[config.mk]
export PLATFORM = sky130hd
export DESIGN_NAME = adcsq_top
export DESIGN_NICKNAME = d
export VERILOG_FILES = /design/src/adcsq_pkg.sv /design/src/adcsq_top.sv
export SDC_FILE = /design/constraint.sdc
export NUM_CORES = 1
export LEC_CHECK = 0
export BUFFER_PORTS_ARGS = -buffer_cell sky130_fd_sc_hd__buf_2
export CAP_MARGIN = 20
export CORE_MARGIN = 5
export CORE_UTILIZATION = 40
export CTS_BUF_LIST = sky130_fd_sc_hd__clkbuf_4
export CTS_CLUSTER_SIZE = 28
export DETAILED_ROUTE_END_ITERATION = 8
export GPL_TIMING_DRIVEN = 1
export PLACE_DENSITY_LB_ADDON = 0.05
export SYNTH_ARGS = -nofsm -noshare
export SYNTH_HDL_FRONTEND = slang
export SYNTH_SLANG_ARGS = --single-unit
export TNS_END_PERCENT = 1
[constraint.sdc]
create_clock -name clk -period 2.6 [get_ports clk]
set_input_delay 0.26 -clock clk [delete_from_list [all_inputs] [get_ports clk]]
set_output_delay 0.26 -clock clk [all_outputs]
set_load 0.01 [all_outputs]
[src/adcsq_pkg.sv]
// adcsq_pkg: constants, types and register map of the converter control block
// assumes an 8-bit register port with one-cycle read latency on a single clock
package adcsq_pkg;
    // ****************************************
    // register offsets
    // ****************************************
    localparam logic [4:0] ADCSQ_OFF_SAMP = 5'h05;
    localparam logic [4:0] ADCSQ_OFF_PLUS = 5'h08;
    localparam logic [4:0] ADCSQ_OFF_MINUS = 5'h09;
    localparam logic [4:0] ADCSQ_OFF_CMD = 5'h0A;
    localparam logic [4:0] ADCSQ_OFF_EVT = 5'h0B;
    localparam logic [4:0] ADCSQ_OFF_IEN = 5'h0C;
    localparam logic [4:0] ADCSQ_OFF_FLAG = 5'h0D;
    localparam logic [4:0] ADCSQ_OFF_HALT = 5'h0E;
    localparam logic [4:0] ADCSQ_OFF_LATCH = 5'h0F;
    localparam logic [4:0] ADCSQ_OFF_VALL = 5'h10;
    localparam logic [4:0] ADCSQ_OFF_VALH = 5'h11;
    // mode register and window bounds, placed in free offsets
    localparam logic [4:0] ADCSQ_OFF_MODE = 5'h18;
    localparam logic [4:0] ADCSQ_OFF_LOWL = 5'h12;
    localparam logic [4:0] ADCSQ_OFF_HIGHL = 5'h14;
    // ****************************************
    // field positions and reset value
    // ****************************************
    localparam int ADCSQ_BIT_START = 0;
    localparam int ADCSQ_BIT_STOP = 1;
    localparam int ADCSQ_BIT_READY = 0;
    localparam int ADCSQ_BIT_WIN = 1;
    localparam int ADCSQ_BIT_CONT = 0;
    localparam logic [7:0] ADCSQ_RST8 = 8'h00;
    // ****************************************
    // timing
    // ****************************************
    localparam logic [8:0] ADCSQ_BASE_SAMP = 9'h002; // converter cycles
    localparam logic [3:0] ADCSQ_CONV_CYC = 4'hC; // conversion phase, converter cycles
    // ****************************************
    // selector codes
    // ****************************************
    localparam logic [6:0] ADCSQ_SEL_GND = 7'h40;
    localparam logic [6:0] ADCSQ_SEL_THERM = 7'h42;
    localparam logic [6:0] ADCSQ_SEL_CONVOUT = 7'h48;
    localparam logic [6:0] ADCSQ_SEL_REF_LO = 7'h49;
    localparam logic [6:0] ADCSQ_SEL_REF_HI = 7'h4B;
    localparam logic [6:0] ADCSQ_PLUS_PIN_MAX = 7'h15;
    localparam logic [6:0] ADCSQ_MINUS_PIN_MAX = 7'h0F;
    // window modes
    localparam logic [2:0] ADCSQ_WIN_NONE = 3'h0;
    localparam logic [2:0] ADCSQ_WIN_BELOW = 3'h1;
    localparam logic [2:0] ADCSQ_WIN_ABOVE = 3'h2;
    localparam logic [2:0] ADCSQ_WIN_INSIDE = 3'h3;
    localparam logic [2:0] ADCSQ_WIN_OUTSIDE = 3'h4;

    // conversion sequencer states
    typedef enum logic [2:0] {
        ADCSQ_IDLE = 3'b001,
        ADCSQ_SAMPLE = 3'b010,
        ADCSQ_CONVERT = 3'b100
    } adcsq_state_e;

    // register port request
    typedef struct packed {
        logic [4:0] addr;
        logic [7:0] wdata;
        logic wr;
        logic rd;
    } adcsq_bus_s;

    // analog front-end selection
    typedef struct packed {
        logic [6:0] plus_sel;
        logic [6:0] minus_sel;
        logic plus_valid;
        logic minus_valid;
    } adcsq_mux_s;

    // whole block state
    typedef struct packed {
        adcsq_state_e st;
        logic [8:0] cnt;
        logic [7:0] samp_ext;
        logic [6:0] plus_sel;
        logic [6:0] minus_sel;
        adcsq_mux_s mux;
        logic pend;
        logic busy;
        logic cont;
        logic [2:0] win_mode;
        logic [15:0] low_bound;
        logic [15:0] high_bound;
        logic trig_en;
        logic [1:0] ien;
        logic [1:0] flags;
        logic halt_bypass;
        logic [7:0] latch;
        logic [15:0] value;
        logic [7:0] rdata;
        logic irq;
        logic conv_active;
        logic [2:0] ev_sync;
        logic ev_prev;
        logic [2:0] halt_sync;
    } adcsq_state_s;
endpackage : adcsq_pkg

[src/adcsq_top.sv]
// adcsq_top: register file and conversion sequencer of the converter
// assumes a converter clock enable tick, an asynchronous event and halt pin,
// and an analog core that returns a 16-bit sample when asked
`timescale 1ns/100ps
module adcsq_top
    import adcsq_pkg::*;
(
    input wire logic clk, // 100 MHz peripheral clock
    input wire logic rstn, // synchronous, active low
    input wire adcsq_bus_s bus, // register port request
    input wire logic conv_tick, // one-cycle converter clock tick
    input wire logic event_in, // asynchronous start event
    input wire logic cpu_halted, // asynchronous debug halt
    input wire logic [15:0] sample_data, // analog core result
    output logic [7:0] rdata, // read data, one cycle after read strobe
    output logic irq, // interrupt request
    output logic conv_active, // sequencer is sampling or converting
    output adcsq_mux_s mux // applied input selection
);
    adcsq_state_s s_r; // all state
    adcsq_state_s s_nxt; // next state
    logic run; // converter may advance
    logic ev_rise; // filtered event edge
    logic win_hit; // window comparison result
    logic plus_ok; // plus code decodes
    logic minus_ok; // minus code decodes
    logic wr_one_start; // start written one
    logic wr_one_stop; // stop written one
    logic done; // conversion finishes now

    // ****************************************
    // decode and comparison
    // ****************************************
    // legal selector codes
    always_comb begin
        plus_ok = (s_r.plus_sel <= ADCSQ_PLUS_PIN_MAX) || (s_r.plus_sel == ADCSQ_SEL_GND)
            || (s_r.plus_sel == ADCSQ_SEL_THERM) || (s_r.plus_sel == ADCSQ_SEL_CONVOUT)
            || ((s_r.plus_sel >= ADCSQ_SEL_REF_LO) && (s_r.plus_sel <= ADCSQ_SEL_REF_HI));
        minus_ok = (s_r.minus_sel <= ADCSQ_MINUS_PIN_MAX) || (s_r.minus_sel == ADCSQ_SEL_GND)
            || (s_r.minus_sel == ADCSQ_SEL_CONVOUT);
    end

    // window mode compare on the fresh sample
    always_comb begin
        case (s_r.win_mode)
            ADCSQ_WIN_BELOW: begin
                win_hit = sample_data < s_r.low_bound;
            end
            ADCSQ_WIN_ABOVE: begin
                win_hit = sample_data > s_r.high_bound;
            end
            ADCSQ_WIN_INSIDE: begin
                win_hit = (sample_data >= s_r.low_bound) && (sample_data <= s_r.high_bound);
            end
            ADCSQ_WIN_OUTSIDE: begin
                win_hit = (sample_data < s_r.low_bound) || (sample_data > s_r.high_bound);
            end
            default: begin
                win_hit = 1'b0; // none and reserved codes
            end
        endcase
    end

    // pin filters and strobes
    always_comb begin
        // converter halts with the cpu unless bypass is set
        run = conv_tick && (!(s_r.halt_sync[2] && s_r.halt_sync[1]) || s_r.halt_bypass);
        // a rise counts once stages two and three agree
        ev_rise = s_r.ev_sync[1] && s_r.ev_sync[2] && !s_r.ev_prev && s_r.trig_en;
        wr_one_start = bus.wr && (bus.addr == ADCSQ_OFF_CMD) && bus.wdata[ADCSQ_BIT_START];
        wr_one_stop = bus.wr && (bus.addr == ADCSQ_OFF_CMD) && bus.wdata[ADCSQ_BIT_STOP];
        done = run && (s_r.st == ADCSQ_CONVERT) && (s_r.cnt == 9'h000) && !wr_one_stop;
    end

    // ****************************************
    // next-state logic
    // ****************************************
    always_comb begin
        s_nxt = s_r;
        s_nxt.ev_sync = {s_r.ev_sync[1:0], event_in};
        s_nxt.halt_sync = {s_r.halt_sync[1:0], cpu_halted};
        if (s_r.ev_sync[1] == s_r.ev_sync[2]) begin
            s_nxt.ev_prev = s_r.ev_sync[2];
        end
        s_nxt.rdata = ADCSQ_RST8;
        // register writes
        if (bus.wr) begin
            case (bus.addr)
                ADCSQ_OFF_SAMP: s_nxt.samp_ext = bus.wdata;
                ADCSQ_OFF_PLUS: s_nxt.plus_sel = bus.wdata[6:0];
                ADCSQ_OFF_MINUS: s_nxt.minus_sel = bus.wdata[6:0];
                ADCSQ_OFF_EVT: s_nxt.trig_en = bus.wdata[0];
                ADCSQ_OFF_IEN: s_nxt.ien = bus.wdata[1:0];
                ADCSQ_OFF_FLAG: s_nxt.flags = s_r.flags & ~bus.wdata[1:0];
                ADCSQ_OFF_HALT: s_nxt.halt_bypass = bus.wdata[0];
                ADCSQ_OFF_LATCH: s_nxt.latch = bus.wdata;
                ADCSQ_OFF_MODE: begin
                    s_nxt.cont = bus.wdata[ADCSQ_BIT_CONT];
                    s_nxt.win_mode = bus.wdata[6:4];
                end
                // 16-bit bounds: low byte parks in the latch, high byte commits both
                ADCSQ_OFF_LOWL: s_nxt.latch = bus.wdata;
                ADCSQ_OFF_LOWL + 5'h01: s_nxt.low_bound = {bus.wdata, s_r.latch};
                ADCSQ_OFF_HIGHL: s_nxt.latch = bus.wdata;
                ADCSQ_OFF_HIGHL + 5'h01: s_nxt.high_bound = {bus.wdata, s_r.latch};
                default: ; // command handled below, others ignored
            endcase
        end
        // register reads
        if (bus.rd) begin
            case (bus.addr)
                ADCSQ_OFF_SAMP: s_nxt.rdata = s_r.samp_ext;
                ADCSQ_OFF_PLUS: s_nxt.rdata = {1'b0, s_r.plus_sel};
                ADCSQ_OFF_MINUS: s_nxt.rdata = {1'b0, s_r.minus_sel};
                ADCSQ_OFF_CMD: s_nxt.rdata = {7'h00, s_r.busy};
                ADCSQ_OFF_EVT: s_nxt.rdata = {7'h00, s_r.trig_en};
                ADCSQ_OFF_IEN: s_nxt.rdata = {6'h00, s_r.ien};
                ADCSQ_OFF_FLAG: s_nxt.rdata = {6'h00, s_r.flags};
                ADCSQ_OFF_HALT: s_nxt.rdata = {7'h00, s_r.halt_bypass};
                ADCSQ_OFF_LATCH: s_nxt.rdata = s_r.latch;
                ADCSQ_OFF_MODE: s_nxt.rdata = {1'b0, s_r.win_mode, 3'h0, s_r.cont};
                ADCSQ_OFF_VALL: begin
                    s_nxt.rdata = s_r.value[7:0];
                    s_nxt.latch = s_r.value[15:8];
                    s_nxt.flags = 2'b00;
                end
                ADCSQ_OFF_VALH: begin
                    s_nxt.rdata = s_r.latch;
                    s_nxt.flags = 2'b00;
                end
                default: s_nxt.rdata = ADCSQ_RST8; // unmapped reads zero
            endcase
        end
        // start request queues behind a running conversion
        if (wr_one_start || ev_rise) begin
            s_nxt.pend = 1'b1;
            s_nxt.busy = 1'b1;
        end
        // sequencer
        case (s_r.st)
            ADCSQ_IDLE: begin
                // no conversion running: a new selection applies at once
                s_nxt.mux = '{s_r.plus_sel, s_r.minus_sel, plus_ok, minus_ok};
                if (s_r.pend && run) begin
                    s_nxt.st = ADCSQ_SAMPLE;
                    s_nxt.pend = wr_one_start || ev_rise;
                    s_nxt.mux = '{s_r.plus_sel, s_r.minus_sel, plus_ok, minus_ok};
                    // two base cycles plus the extension; the zero count is the last one
                    s_nxt.cnt = ADCSQ_BASE_SAMP + {1'b0, s_r.samp_ext} - 9'h001;
                end
            end
            ADCSQ_SAMPLE: begin
                if (run) begin
                    if (s_r.cnt == 9'h000) begin
                        s_nxt.st = ADCSQ_CONVERT;
                        s_nxt.cnt = {5'h00, ADCSQ_CONV_CYC} - 9'h001;
                    end else begin
                        s_nxt.cnt = s_r.cnt - 9'h001;
                    end
                end
            end
            ADCSQ_CONVERT: begin
                if (done) begin
                    s_nxt.value = sample_data;
                    s_nxt.mux = '{s_r.plus_sel, s_r.minus_sel, plus_ok, minus_ok};
                    s_nxt.flags[ADCSQ_BIT_READY] = 1'b1;
                    if (win_hit) begin
                        s_nxt.flags[ADCSQ_BIT_WIN] = 1'b1;
                    end
                    if (s_r.cont) begin
                        s_nxt.st = ADCSQ_SAMPLE;
                        s_nxt.cnt = ADCSQ_BASE_SAMP + {1'b0, s_r.samp_ext} - 9'h001;
                    end else if (s_r.pend || wr_one_start || ev_rise) begin
                        s_nxt.st = ADCSQ_IDLE;
                        s_nxt.busy = 1'b1;
                    end else begin
                        s_nxt.st = ADCSQ_IDLE;
                        s_nxt.busy = 1'b0;
                    end
                end else if (run) begin
                    s_nxt.cnt = s_r.cnt - 9'h001;
                end
            end
            default: begin
                s_nxt.st = ADCSQ_IDLE;
            end
        endcase
        // stop overrides everything, including a start in the same write
        if (wr_one_stop) begin
            s_nxt.st = ADCSQ_IDLE;
            s_nxt.pend = 1'b0;
            s_nxt.busy = 1'b0;
        end
        // zero bits of a command write fall through untouched
        s_nxt.conv_active = (s_nxt.st != ADCSQ_IDLE);
        s_nxt.irq = |(s_nxt.flags & s_nxt.ien);
    end

    // ****************************************
    // state register
    // ****************************************
    always_ff @(posedge clk) begin
        if (!rstn) begin
            s_r <= '0;
            s_r.st <= ADCSQ_IDLE; // state resets to idle, code 3'b001 rather than zero
        end else begin
            s_r <= s_nxt;
        end
    end

    assign rdata = s_r.rdata;
    assign irq = s_r.irq;
    assign conv_active = s_r.conv_active;
    assign mux = s_r.mux;

    // ****************************************
    // assertions
    // ****************************************
    stop_wins_a: assert property (@(posedge clk) disable iff (!rstn)
        (bus.wr && bus.addr == ADCSQ_OFF_CMD && bus.wdata[1]) |=> (s_r.st == ADCSQ_IDLE && !s_r.busy))
        else $error("stop did not end conversion");
    busy_read_a: assert property (@(posedge clk) disable iff (!rstn)
        (s_r.st != ADCSQ_IDLE) |-> s_r.busy)
        else $error("start bit low during conversion");
    ready_set_a: assert property (@(posedge clk) disable iff (!rstn)
        done |=> s_r.flags[0])
        else $error("value ready not set");
    read_clear_a: assert property (@(posedge clk) disable iff (!rstn)
        (bus.rd && bus.addr == ADCSQ_OFF_VALL && !done) |=> s_r.flags == 2'b00)
        else $error("flags not cleared by value read");
    zero_write_a: assert property (@(posedge clk) disable iff (!rstn)
        (bus.wr && bus.addr == ADCSQ_OFF_FLAG && bus.wdata[1:0] == 2'b00 && !bus.rd && !done)
        |=> s_r.flags == $past(s_r.flags))
        else $error("zero write changed flags");
    irq_follow_a: assert property (@(posedge clk) disable iff (!rstn)
        irq == |(s_r.flags & s_r.ien))
        else $error("irq disagrees with flags");
    latch_high_a: assert property (@(posedge clk) disable iff (!rstn)
        (bus.rd && bus.addr == ADCSQ_OFF_VALL) |=> s_r.latch == $past(s_r.value[15:8]))
        else $error("high byte not latched");
    mux_hold_a: assert property (@(posedge clk) disable iff (!rstn)
        (s_r.st == ADCSQ_SAMPLE && $past(s_r.st) == ADCSQ_SAMPLE) |-> $stable(s_r.mux))
        else $error("selection changed mid conversion");
endmodule // adcsq_top

==> reports/metrics.yaml, run 1 <==
status:
  outcome: "finished clean"
clocking:
  cts_root_buf: "clkbuf_4"
  cts_buffer_depth: 2
  cts_sinks: 135
  clkLatencyLatePin_ns: 0.55
  htreeDepth: 4
  cts_tree: "yes"
  cts_made_buffers: 17
  clk_pin_slew_ns: 0.11
synth:
  synth_edf_count: 0
  ys_ff_latch: 135
  synth.avg_cell_area_um2: 8.23
  yosysWarnings: 0
  syn_inst: 835
  postSynth.asyncResetShare: 0
  netlist_area_mm2: 0.00687
  synthFlopType: "dfxtp_1"
  syn_nets: 906
  yosysSeqAreaShare: 0.393
  synth_cell_types: 67
final_layout:
  multi_input_area_mm2: 0.00372
  utilization: 0.462
  most-common-layout-cells: "dfxtp_1 (135), nand2_1 (132), a21oi_1 (84), nor2_1 (62), buf_2 (61)"
  final_cell_area_mm2: 0.00789
  layout-drive-gt1-share: 0.156
  area_growth_syn_to_layout_pct: 14.8
  nets: 971
  regArea_mm2: 0.00270
  final_common_cell: "dfxtp_1"
  fillers: 1756
sta:
  fin_crit_sh: 0.949
  setup_viol: 0
  fmax_mhz: 405
  layout_min_cycle_time_ns: 2.47
  worst_slack_ns: 0.134
  finalHoldViolations: 0
  worst_slew_margin_rel: 0.501
  finalClockSkew_ns: 0.0218
  tightest_slew_ns: 0.748
  drv_slew: 0
global_route:
  grt.overflow.total: 0
  grt_max_degree: 34
  grt_pass1_wl_um: 32500
  grtUsageTotal: 0.211
  grt_pass1_vias: 5884
  antenna_found_initial: 1
routing:
  drc: 0
  ant_nets: 0
  drtIter0Drc: 416
  wire_per_inst_um: 18.2
  drtPass1Iterations: 5
  vias_per_cell: 5.37
  detailroute.via_count: 6111
  routed_wl_um: 20800
floorplan:
  core_region_area_mm2: 0.0171
  start_util: 0.403
  pin_count: 62
  fp.dieH_um: 141
  rows: 48
  die_w_um: 141
  dieArea_mm2: 0.0199
power_and_ir_drop:
  seqPwrFrac: 0.545
  ir_drop_mv: 0.207
  switchingPower_w: 0.000992
  leakage_nw: 2.93
  intPower_w: 0.00286
  p_comb_frac: 0.082
  p_clk_frac: 0.372
  swShare: 0.258
  p_per_area_mw_per_mm2: 488
worst_setup_path:
  worst-endpoint-arrival_ns: 2.92
  slowest_delay_ns: 0.51
  worstPathMaxFanout: 3
  r2r_cells: 9
  required_ns: 3.06
  cp-end-kind: "register"
  critPathLaunchType: "register"
  critical_path_class: "reg -> reg"
  crit_path_cell_trace: "inv_1 > ha_1 > or3b_2 > nor4b_4 > and2_4 > nor4bb_4 > buf_4 > nor4b_1 > a211oi_1"
  worst_path_max_delay_cell: "or3b_2"
placed_design:
  gp_congestion: 0.976
  port-buffer-count: 61
  dpl_cell_area_mm2: 0.00733
  place_ws_ns: -0.259
  hpwl_um: 15300
flow_run:
  cap_violations: 0
worst_hold_path:
  hold_depth: 3
  worstHoldPathType: "in -> reg"
-- per-layer routing --
| layer | global-route usage | up-vias | share of wire |
|---|---|---|---|
| li1 | - | 3039 | - |
| met1 | 0.303 | 2883 | 0.50 |
| met2 | 0.324 | 162 | 0.44 |
| met3 | 0.0390 | 27 | 0.047 |
| met4 | 0.0586 | 0 | 0.016 |
| met5 | 0 | - | 0 |
-- worst paths after layout --
kind | startpoint | endpoint | slack, ns
setup reg to reg | s_r[123] | s_r[123] | 0.13
setup / recovery | s_r[123] | s_r[123] | 0.13
hold / removal | bus[8] | s_r[77] | 0.08
hold reg to reg | s_nxt[5] | s_nxt[6] | 0.45
-- through the flow --
step / hold slack [ns] / instances / TNS, ns / power, W
finish: 0.0828 / 1139 / 0 / 0.00385
floorplan: 0.387 / 835 / 0 / 0.00230
detailed placement: 0.428 / 1086 / -0.471 / 0.00244
CTS: 0.0295 / 1136 / 0 / 0.00390
global route: 0.0155 / 1139 / -0.0233 / 0.00405
global placement: 0.428 / 1086 / -0.590 / 0.00243
-- worst max-delay path: cells and delay by family (launching register included) --
| family | cells | cell delay, ns |
|---|---|---|
| AO/OA/AOI/OAI | 1 | 0.24 |
| adder cells (fa/ha/maj) | 1 | 0.18 |
| buffers and inverters | 2 | 0.27 |
| flip-flops | 1 | 0.34 |
| AND/OR/NAND/NOR | 5 | 1.33 |
-- layout make-up --
cell class              count  share of cell area
well taps                 225              0.0357
inverters                  41              0.0195
repair buffers            111              0.0933
flip-flops and latches    135               0.343
clock inverters            14              0.0198
multi-input cells         594               0.472
clock buffers              17              0.0162
diodes                      2            0.000635
-- power groups by stage --
| stage | clock [W] | sequential, W | combinational [W] |
|---|---|---|---|
| after floorplan | 0 | 0.00214 | 0.000163 |
| after global placement | 0 | 0.00215 | 0.000282 |
| after detailed placement | 0 | 0.00215 | 0.000289 |
| after CTS | 0.00149 | 0.00210 | 0.000314 |
| after global routing | 0.00160 | 0.00210 | 0.000347 |
| final | 0.00143 | 0.00210 | 0.000317 |
-- flip-flops by register name, indices dropped and copies added (netlist names) --
register and cells:
s_nxt 4, mux 16, rdata 8, s_r 105
conv_active 1, irq 1
-- cell usage after synthesis, types with 3 or more instances --
master,count,area share
nor3b_1,4,0.0044
mux2i_1,44,0.064
a221oi_1,4,0.0051
a31oi_1,8,0.0073
nor2b_1,10,0.0091
a21oi_1,84,0.061
o21ai_1,3,0.0022
buf_4,24,0.026
or3_1,6,0.0055
xor2_1,6,0.0077
o21ai_0,28,0.020
a21boi_0,16,0.017
nor3_1,12,0.0087
nand2b_1,6,0.0055
and2_1,9,0.0082
a21o_1,4,0.0044
nand4_1,9,0.0082
nand2_1,132,0.072
and3_1,4,0.0036
ha_1,35,0.064
dfxtp_1,135,0.39
clkbuf_1,32,0.017
a211oi_1,10,0.011
nor2_1,62,0.034
buf_2,7,0.0051
o22ai_1,4,0.0036
a22oi_1,11,0.012
inv_1,41,0.022
xnor2_1,4,0.0051
nand3_1,35,0.026
-- cell families after synthesis --
group,after synthesis,synth area share
AO/OA/AOI/OAI,196,0.179
XOR/XNOR,10,0.0127
adder cells (fa/ha/maj),35,0.0638
buffers and inverters,106,0.0745
flip-flops,135,0.393
multiplexers,45,0.0658
AND/OR/NAND/NOR,308,0.211
-- timing repair --
item | CTS | global route
pin swaps | 1 | 6
buffers inserted | 0 | 1
hold buffers | 19 | 0
endpoints found under the setup margin | 3 | 5
cloned | 0 | 0
endpoints found under the hold margin | 21 | 0
resized for setup | 5 | 9
(Power assumes the default switching activity.)
==> inputs of run 2 (changes only) <==
- CORE_ASPECT_RATIO: not set -> 0.75
- MAX_ROUTING_LAYER: not set -> met4
- clock period: 2.6 -> 2.1 ns (I/O delays scaled with it)
==> run 2 against run 1 <==
Net effect: the run now ends with negative setup slack left; fmax grew 0.77%; clock skew grew 0.00083 ns; die area grew 0.14%; register-to-register slack lost 0.48 ns; global-route usage grew 1.8 points; largest cell class unchanged.
==> reports/metrics.yaml, run 2 (synthesized netlist as in run 1, its figures left out) <==
power_and_ir_drop:
  finalPower_w: 0.00479
  p_per_area_mw_per_mm2: 563
  leakage_nw: 3.23
  ir_drop_mv: 0.390
sta:
  setup_viol: 45
  tightest_slew_ns: 0.563
  hold_ws_ns: 0.0608
  fmax_mhz: 409
  layout_min_cycle_time_ns: 2.45
  finalHoldViolations: 0
  drv_slew: 0
  worst_slew_margin_rel: 0.620
  rsz0062_at_grt: "true"
  fin_crit_sh: 1.17
  worst_slack_ns: -0.347
  finalClockSkew_ns: 0.0226
  tns_ns: -3.65
worst_setup_path:
  crit_buf_inv: 1
  worst_path_max_delay_cell: "nor4_4"
  cpMostUsedCell: "nand4_1"
  crit_family: "simple AND/OR/NAND/NOR gates"
  crit_path_cell_trace: "inv_2 > ha_4 > nand4_1 > nor4_4 > nand4_1 > o31a_1 > a2111o_1 > and4_4 > o2bb2ai_1"
  required_ns: 2.57
  r2r_cells: 9
  worstPathMaxFanout: 2
  regToRegSetupSlack_ns: -0.35
  cp-end-kind: "register"
  worst-endpoint-arrival_ns: 2.92
  critical_path_class: "reg -> reg"
  slowest_delay_ns: 0.43
  worstSetupPathDepth: 9
  critPathLaunchType: "register"
clocking:
  cts_tree: "yes"
  cts_root_buf: "clkbuf_4"
  cts_sinks: 135
  htreeDepth: 4
  cts_buffer_depth: 2
  clkLatencyLatePin_ns: 0.54
  clk_pin_slew_ns: 0.12
  cts_made_buffers: 17
status:
  outcome: "complete, but fails checks"
  violations: "negative setup slack"
routing:
  vias_per_cell: 5.40
  drc: 0
  ant_nets: 0
  wire_per_inst_um: 18.3
  routed_wl_um: 21700
  drtPass1Iterations: 8
  detailroute.via_count: 6412
  drtIter0Drc: 486
placed_design:
  dpl_cell_area_mm2: 0.00787
  hpwl_um: 16200
  port-buffer-count: 61
  gp_congestion: 0.925
worst_hold_path:
  worstHoldPathType: "in -> reg"
  hold_depth: 2
final_layout:
  nets: 1028
  area_growth_syn_to_layout_pct: 24.0
  fillers: 1666
  most-common-layout-cells: "nand2_1 (130), dfxtp_1 (127), buf_4 (84), a21oi_1 (79)"
  layout-drive-gt1-share: 0.246
  final_cell_area_mm2: 0.00852
  largest_register: "s_r"
  largest_register_ffs: 105
  final_common_cell: "nand2_1"
floorplan:
  die_w_um: 161
  rows: 41
  pin_count: 62
  start_util: 0.408
  fp.dieH_um: 123
  core_region_area_mm2: 0.0168
  dieArea_mm2: 0.0199
flow_run:
  cap_violations: 0
global_route:
  antenna_found_initial: 1
  grt_pass1_vias: 6084
  grt.overflow.total: 0
  grtUsageTotal: 0.229
  grt_max_degree: 48
  grt_pass1_wl_um: 34100
## run 2: cell types whose count changed in the layout (fill, tap and decap cells not counted), sizes merged
cell / delta
buf: +60
dlygate4sd3: -3
clkinv: +2
bufinv: -1
clkinvlp: -1
inv: +1
## run 2: routing by layer
metal | global-route usage | part of all wire | vias to the layer above
met5 | - | 0 | -
met4 | 0.0442 | 0.010 | 0
met3 | 0.0423 | 0.048 | 14
met2 | 0.333 | 0.42 | 156
met1 | 0.334 | 0.52 | 3092
li1 | - | - | 3150
## run 2: cell type report
type                            count  area (µm²)  share of cell area
Inverter                           41         154              0.0181
Clock buffer                       17         128              0.0150
Antenna cell                        2        5.00            0.000587
Sequential cell                   135        2710               0.318
Timing Repair Buffer              168        1230               0.144
Clock inverter                     15         154              0.0181
Multi-Input combinational cell    594        3870               0.454
Tap cell                          215         269              0.0316
## run 2: path summary, 6_finish.rpt
kind            from        to
max          s_r[60]   s_r[43]
min             rstn  s_r[113]
max reg2reg  s_r[60]   s_r[43]
min reg2reg  mux[13]   mux[13]
## run 2: report_power, final
part | leakage [nW] | internal [W] | switching [W] | total [W]
registers | 1.09 | 0.00258 | 0.0000181 | 0.00260
logic | 1.99 | 0.000196 | 0.000261 | 0.000456
clock network | 0.148 | 0.000711 | 0.00103 | 0.00174
## run 2: stage by stage
stage | util | std cells | setup WS, ns
floorplan | - | 835 | -0.135
global placement | 0.468 | 1135 | -0.753
detailed placement | 0.468 | 1135 | -0.762
CTS | 0.503 | 1185 | -0.280
global route | 0.506 | 1187 | -0.420
finish | 0.506 | 1187 | -0.347
## run 2: worst reg2reg max path, cell delays in order, from the launching register on
cell	delay [ns]
dfxtp_2	0.36
inv_2	0.05
ha_4	0.26
nand4_1	0.25
nor4_4	0.43
nand4_1	0.27
o31a_1	0.21
a2111o_1	0.29
and4_4	0.16
o2bb2ai_1	0.11
## run 2: repair_timing
action                                 4_1_cts  5_1_grt
endpoints found under the hold margin       18        0
resized for setup                           31       14
setup buffers                                2        0
pin swaps                                   15       11
hold buffers                                16        0
setup endpoints to repair                   47       48
==> inputs of run 3 (changes only) <==
- MAX_ROUTING_LAYER: met4 -> not set
- TNS_END_PERCENT: 1 -> not set
==> run 3 against run 2 <==
Net effect: the run still ends with negative setup slack left; register-to-register slack better by 0.24 ns; largest power group unchanged; largest cell class unchanged; setup slack better by 0.24 ns; critical path type unchanged; total power is 8.2% higher; via count is 2.9% higher.
==> reports/metrics.yaml, run 3 (synthesized netlist as in run 1, its figures left out) <==
status:
  outcome: "complete, but fails checks"
  violations: "negative setup slack"
worst_setup_path:
  crit_path_cell_trace: "inv_2 > ha_4 > or3b_4 > nor4b_4 > and4_4 > buf_12 > clkbuf_16 > o21ai_0 > a21oi_2"
  critical_path_class: "reg -> reg"
  worst-endpoint-arrival_ns: 2.73
  worstPathMaxFanout: 7
  slowest_delay_ns: 0.39
  crit_buf_inv: 3
  crit_path_start: "s_r[123]"
  crit_family: "simple AND/OR/NAND/NOR gates"
  required_ns: 2.62
  critPathLaunchType: "register"
  r2r_start: "s_r[123]"
  cp-end-kind: "register"
  worst_path_max_delay_cell: "or3b_4"
  regToRegSetupSlack_ns: -0.11
final_layout:
  utilization: 0.540
  area_growth_syn_to_layout_pct: 32.3
  n_antenna_cell: 0
  largest_register: "s_r"
  layout-drive-gt1-share: 0.316
  most-common-layout-cells: "dfxtp_1 (119), nand2_1 (110), buf_4 (79), a21oi_1 (61), buf_2 (61)"
  nets: 1038
  final_common_cell: "dfxtp_1"
  largest_register_ffs: 105
  final_cell_area_mm2: 0.00909
placed_design:
  hpwl_um: 16200
  gp_congestion: 0.948
  port-buffer-count: 61
  dpl_cell_area_mm2: 0.00776
power_and_ir_drop:
  swShare: 0.256
  intPower_w: 0.00386
  seqPwrFrac: 0.501
  p_per_area_mw_per_mm2: 571
  p_clk_frac: 0.404
  leakage_nw: 3.52
  switchingPower_w: 0.00133
  p_comb_frac: 0.095
  ir_drop_mv: 0.351
  finalPower_w: 0.00519
sta:
  hold_ws_ns: 0.0381
  rsz0062_at_grt: "true"
  finalClockSkew_ns: 0.0260
  worst_slack_ns: -0.111
  setup_viol: 31
  fin_crit_sh: 1.05
  layout_min_cycle_time_ns: 2.21
  tns_ns: -1.83
  drv_slew: 0
  finalHoldViolations: 0
  worst_slew_margin_rel: 0.603
  tightest_slew_ns: 0.589
  fmax_mhz: 452
floorplan:
  dieArea_mm2: 0.0199
  fp.dieH_um: 123
  core_region_area_mm2: 0.0168
  die_w_um: 161
  rows: 41
  start_util: 0.408
  pin_count: 62
clocking:
  htreeDepth: 4
  cts_sinks: 135
  cts_tree: "yes"
  clkLatencyLatePin_ns: 0.58
  cts_buffer_depth: 2
  cts_root_buf: "clkbuf_4"
  cts_made_buffers: 17
  clk_pin_slew_ns: 0.13
routing:
  vias_per_cell: 5.52
  drtIter0Drc: 531
  wire_per_inst_um: 18.9
  detailroute.via_count: 6596
  ant_nets: 0
  drtPass1Iterations: 5
  routed_wl_um: 22600
  drc: 0
global_route:
  grt.overflow.total: 0
  grt_max_degree: 68
  grtUsageTotal: 0.225
  grt_pass1_vias: 6187
  grt_pass1_wl_um: 34300
  antenna_found_initial: 0
flow_run:
  cap_violations: 0
worst_hold_path:
  worstHoldPathType: "in -> reg"
  min_from: "sample_data[7]"
## run 3: cell types whose count changed in the layout (fill, tap and decap cells not counted), sizes merged
| cell | change |
|---|---|
| diode | -2 |
| clkinv | -2 |
| nor2 | +1 |
| clkinvlp | -2 |
| clkbuf | +1 |
| bufinv | +3 |
| dlygate4sd3 | +7 |
| o21bai | +1 |
## run 3: power by group through the flow
stage / logic, W / clock network (W) / registers, W
3_3_place_gp: 0.000402 / 0 / 0.00266
5_1_grt: 0.000529 / 0.00226 / 0.00260
6_report: 0.000491 / 0.00210 / 0.00260
3_5_place_dp: 0.000407 / 0 / 0.00266
4_1_cts: 0.000458 / 0.00214 / 0.00260
2_1_floorplan: 0.000206 / 0 / 0.00265
## run 3: repair_timing
item                                   CTS  global route
gates cloned                             2             1
resized for setup                       56            86
buffers inserted                         5             9
hold buffers                            23             0
endpoints found under the hold margin   39             0
setup endpoints to repair               41            45
pin swaps                               36            38
## run 3: final timing paths
kind,depth (start not counted),to
max,9,mux[14]
min,4,s_r[24]
max reg2reg,9,mux[14]
min reg2reg,1,s_nxt[2]
## run 3: area by class of cell
type                       instances  area, µm²
tap                              215        269
timing repair buffer             176       1340
clock inverter                    14        221
clock buffer                      17        128
multi-input combinational        596       4260
sequential                       135       2720
inverter                          41        154
fill                            1577       7730
## run 3: per-stage QoR
stage          worst slack [ns]  cells
2_1_floorplan            -0.100    835
3_3_place_gp             -0.235   1123
3_5_place_dp             -0.320   1123
4_1_cts                  -0.103   1184
5_1_grt                  -0.244   1194
6_report                 -0.111   1194
## run 3: worst register-to-register path: cells and delay by family, from the launching register on
| family | cells | cell delay [ns] |
|---|---|---|
| buffers and inverters | 3 | 0.40 |
| AND/OR/NAND/NOR | 3 | 1.02 |
| flip-flops | 1 | 0.35 |
| AO/OA/AOI/OAI | 2 | 0.26 |
| adder cells (fa/ha/maj) | 1 | 0.13 |
## run 3: metal layers
metal / up-vias / GRT usage / wire (µm)
li1: 3168 / - / -
met1: 3184 / 0.330 / 10800
met2: 215 / 0.328 / 9680
met3: 27 / 0.0490 / 1630
met4: 2 / 0.0666 / 382
met5: - / 0.0278 / 76
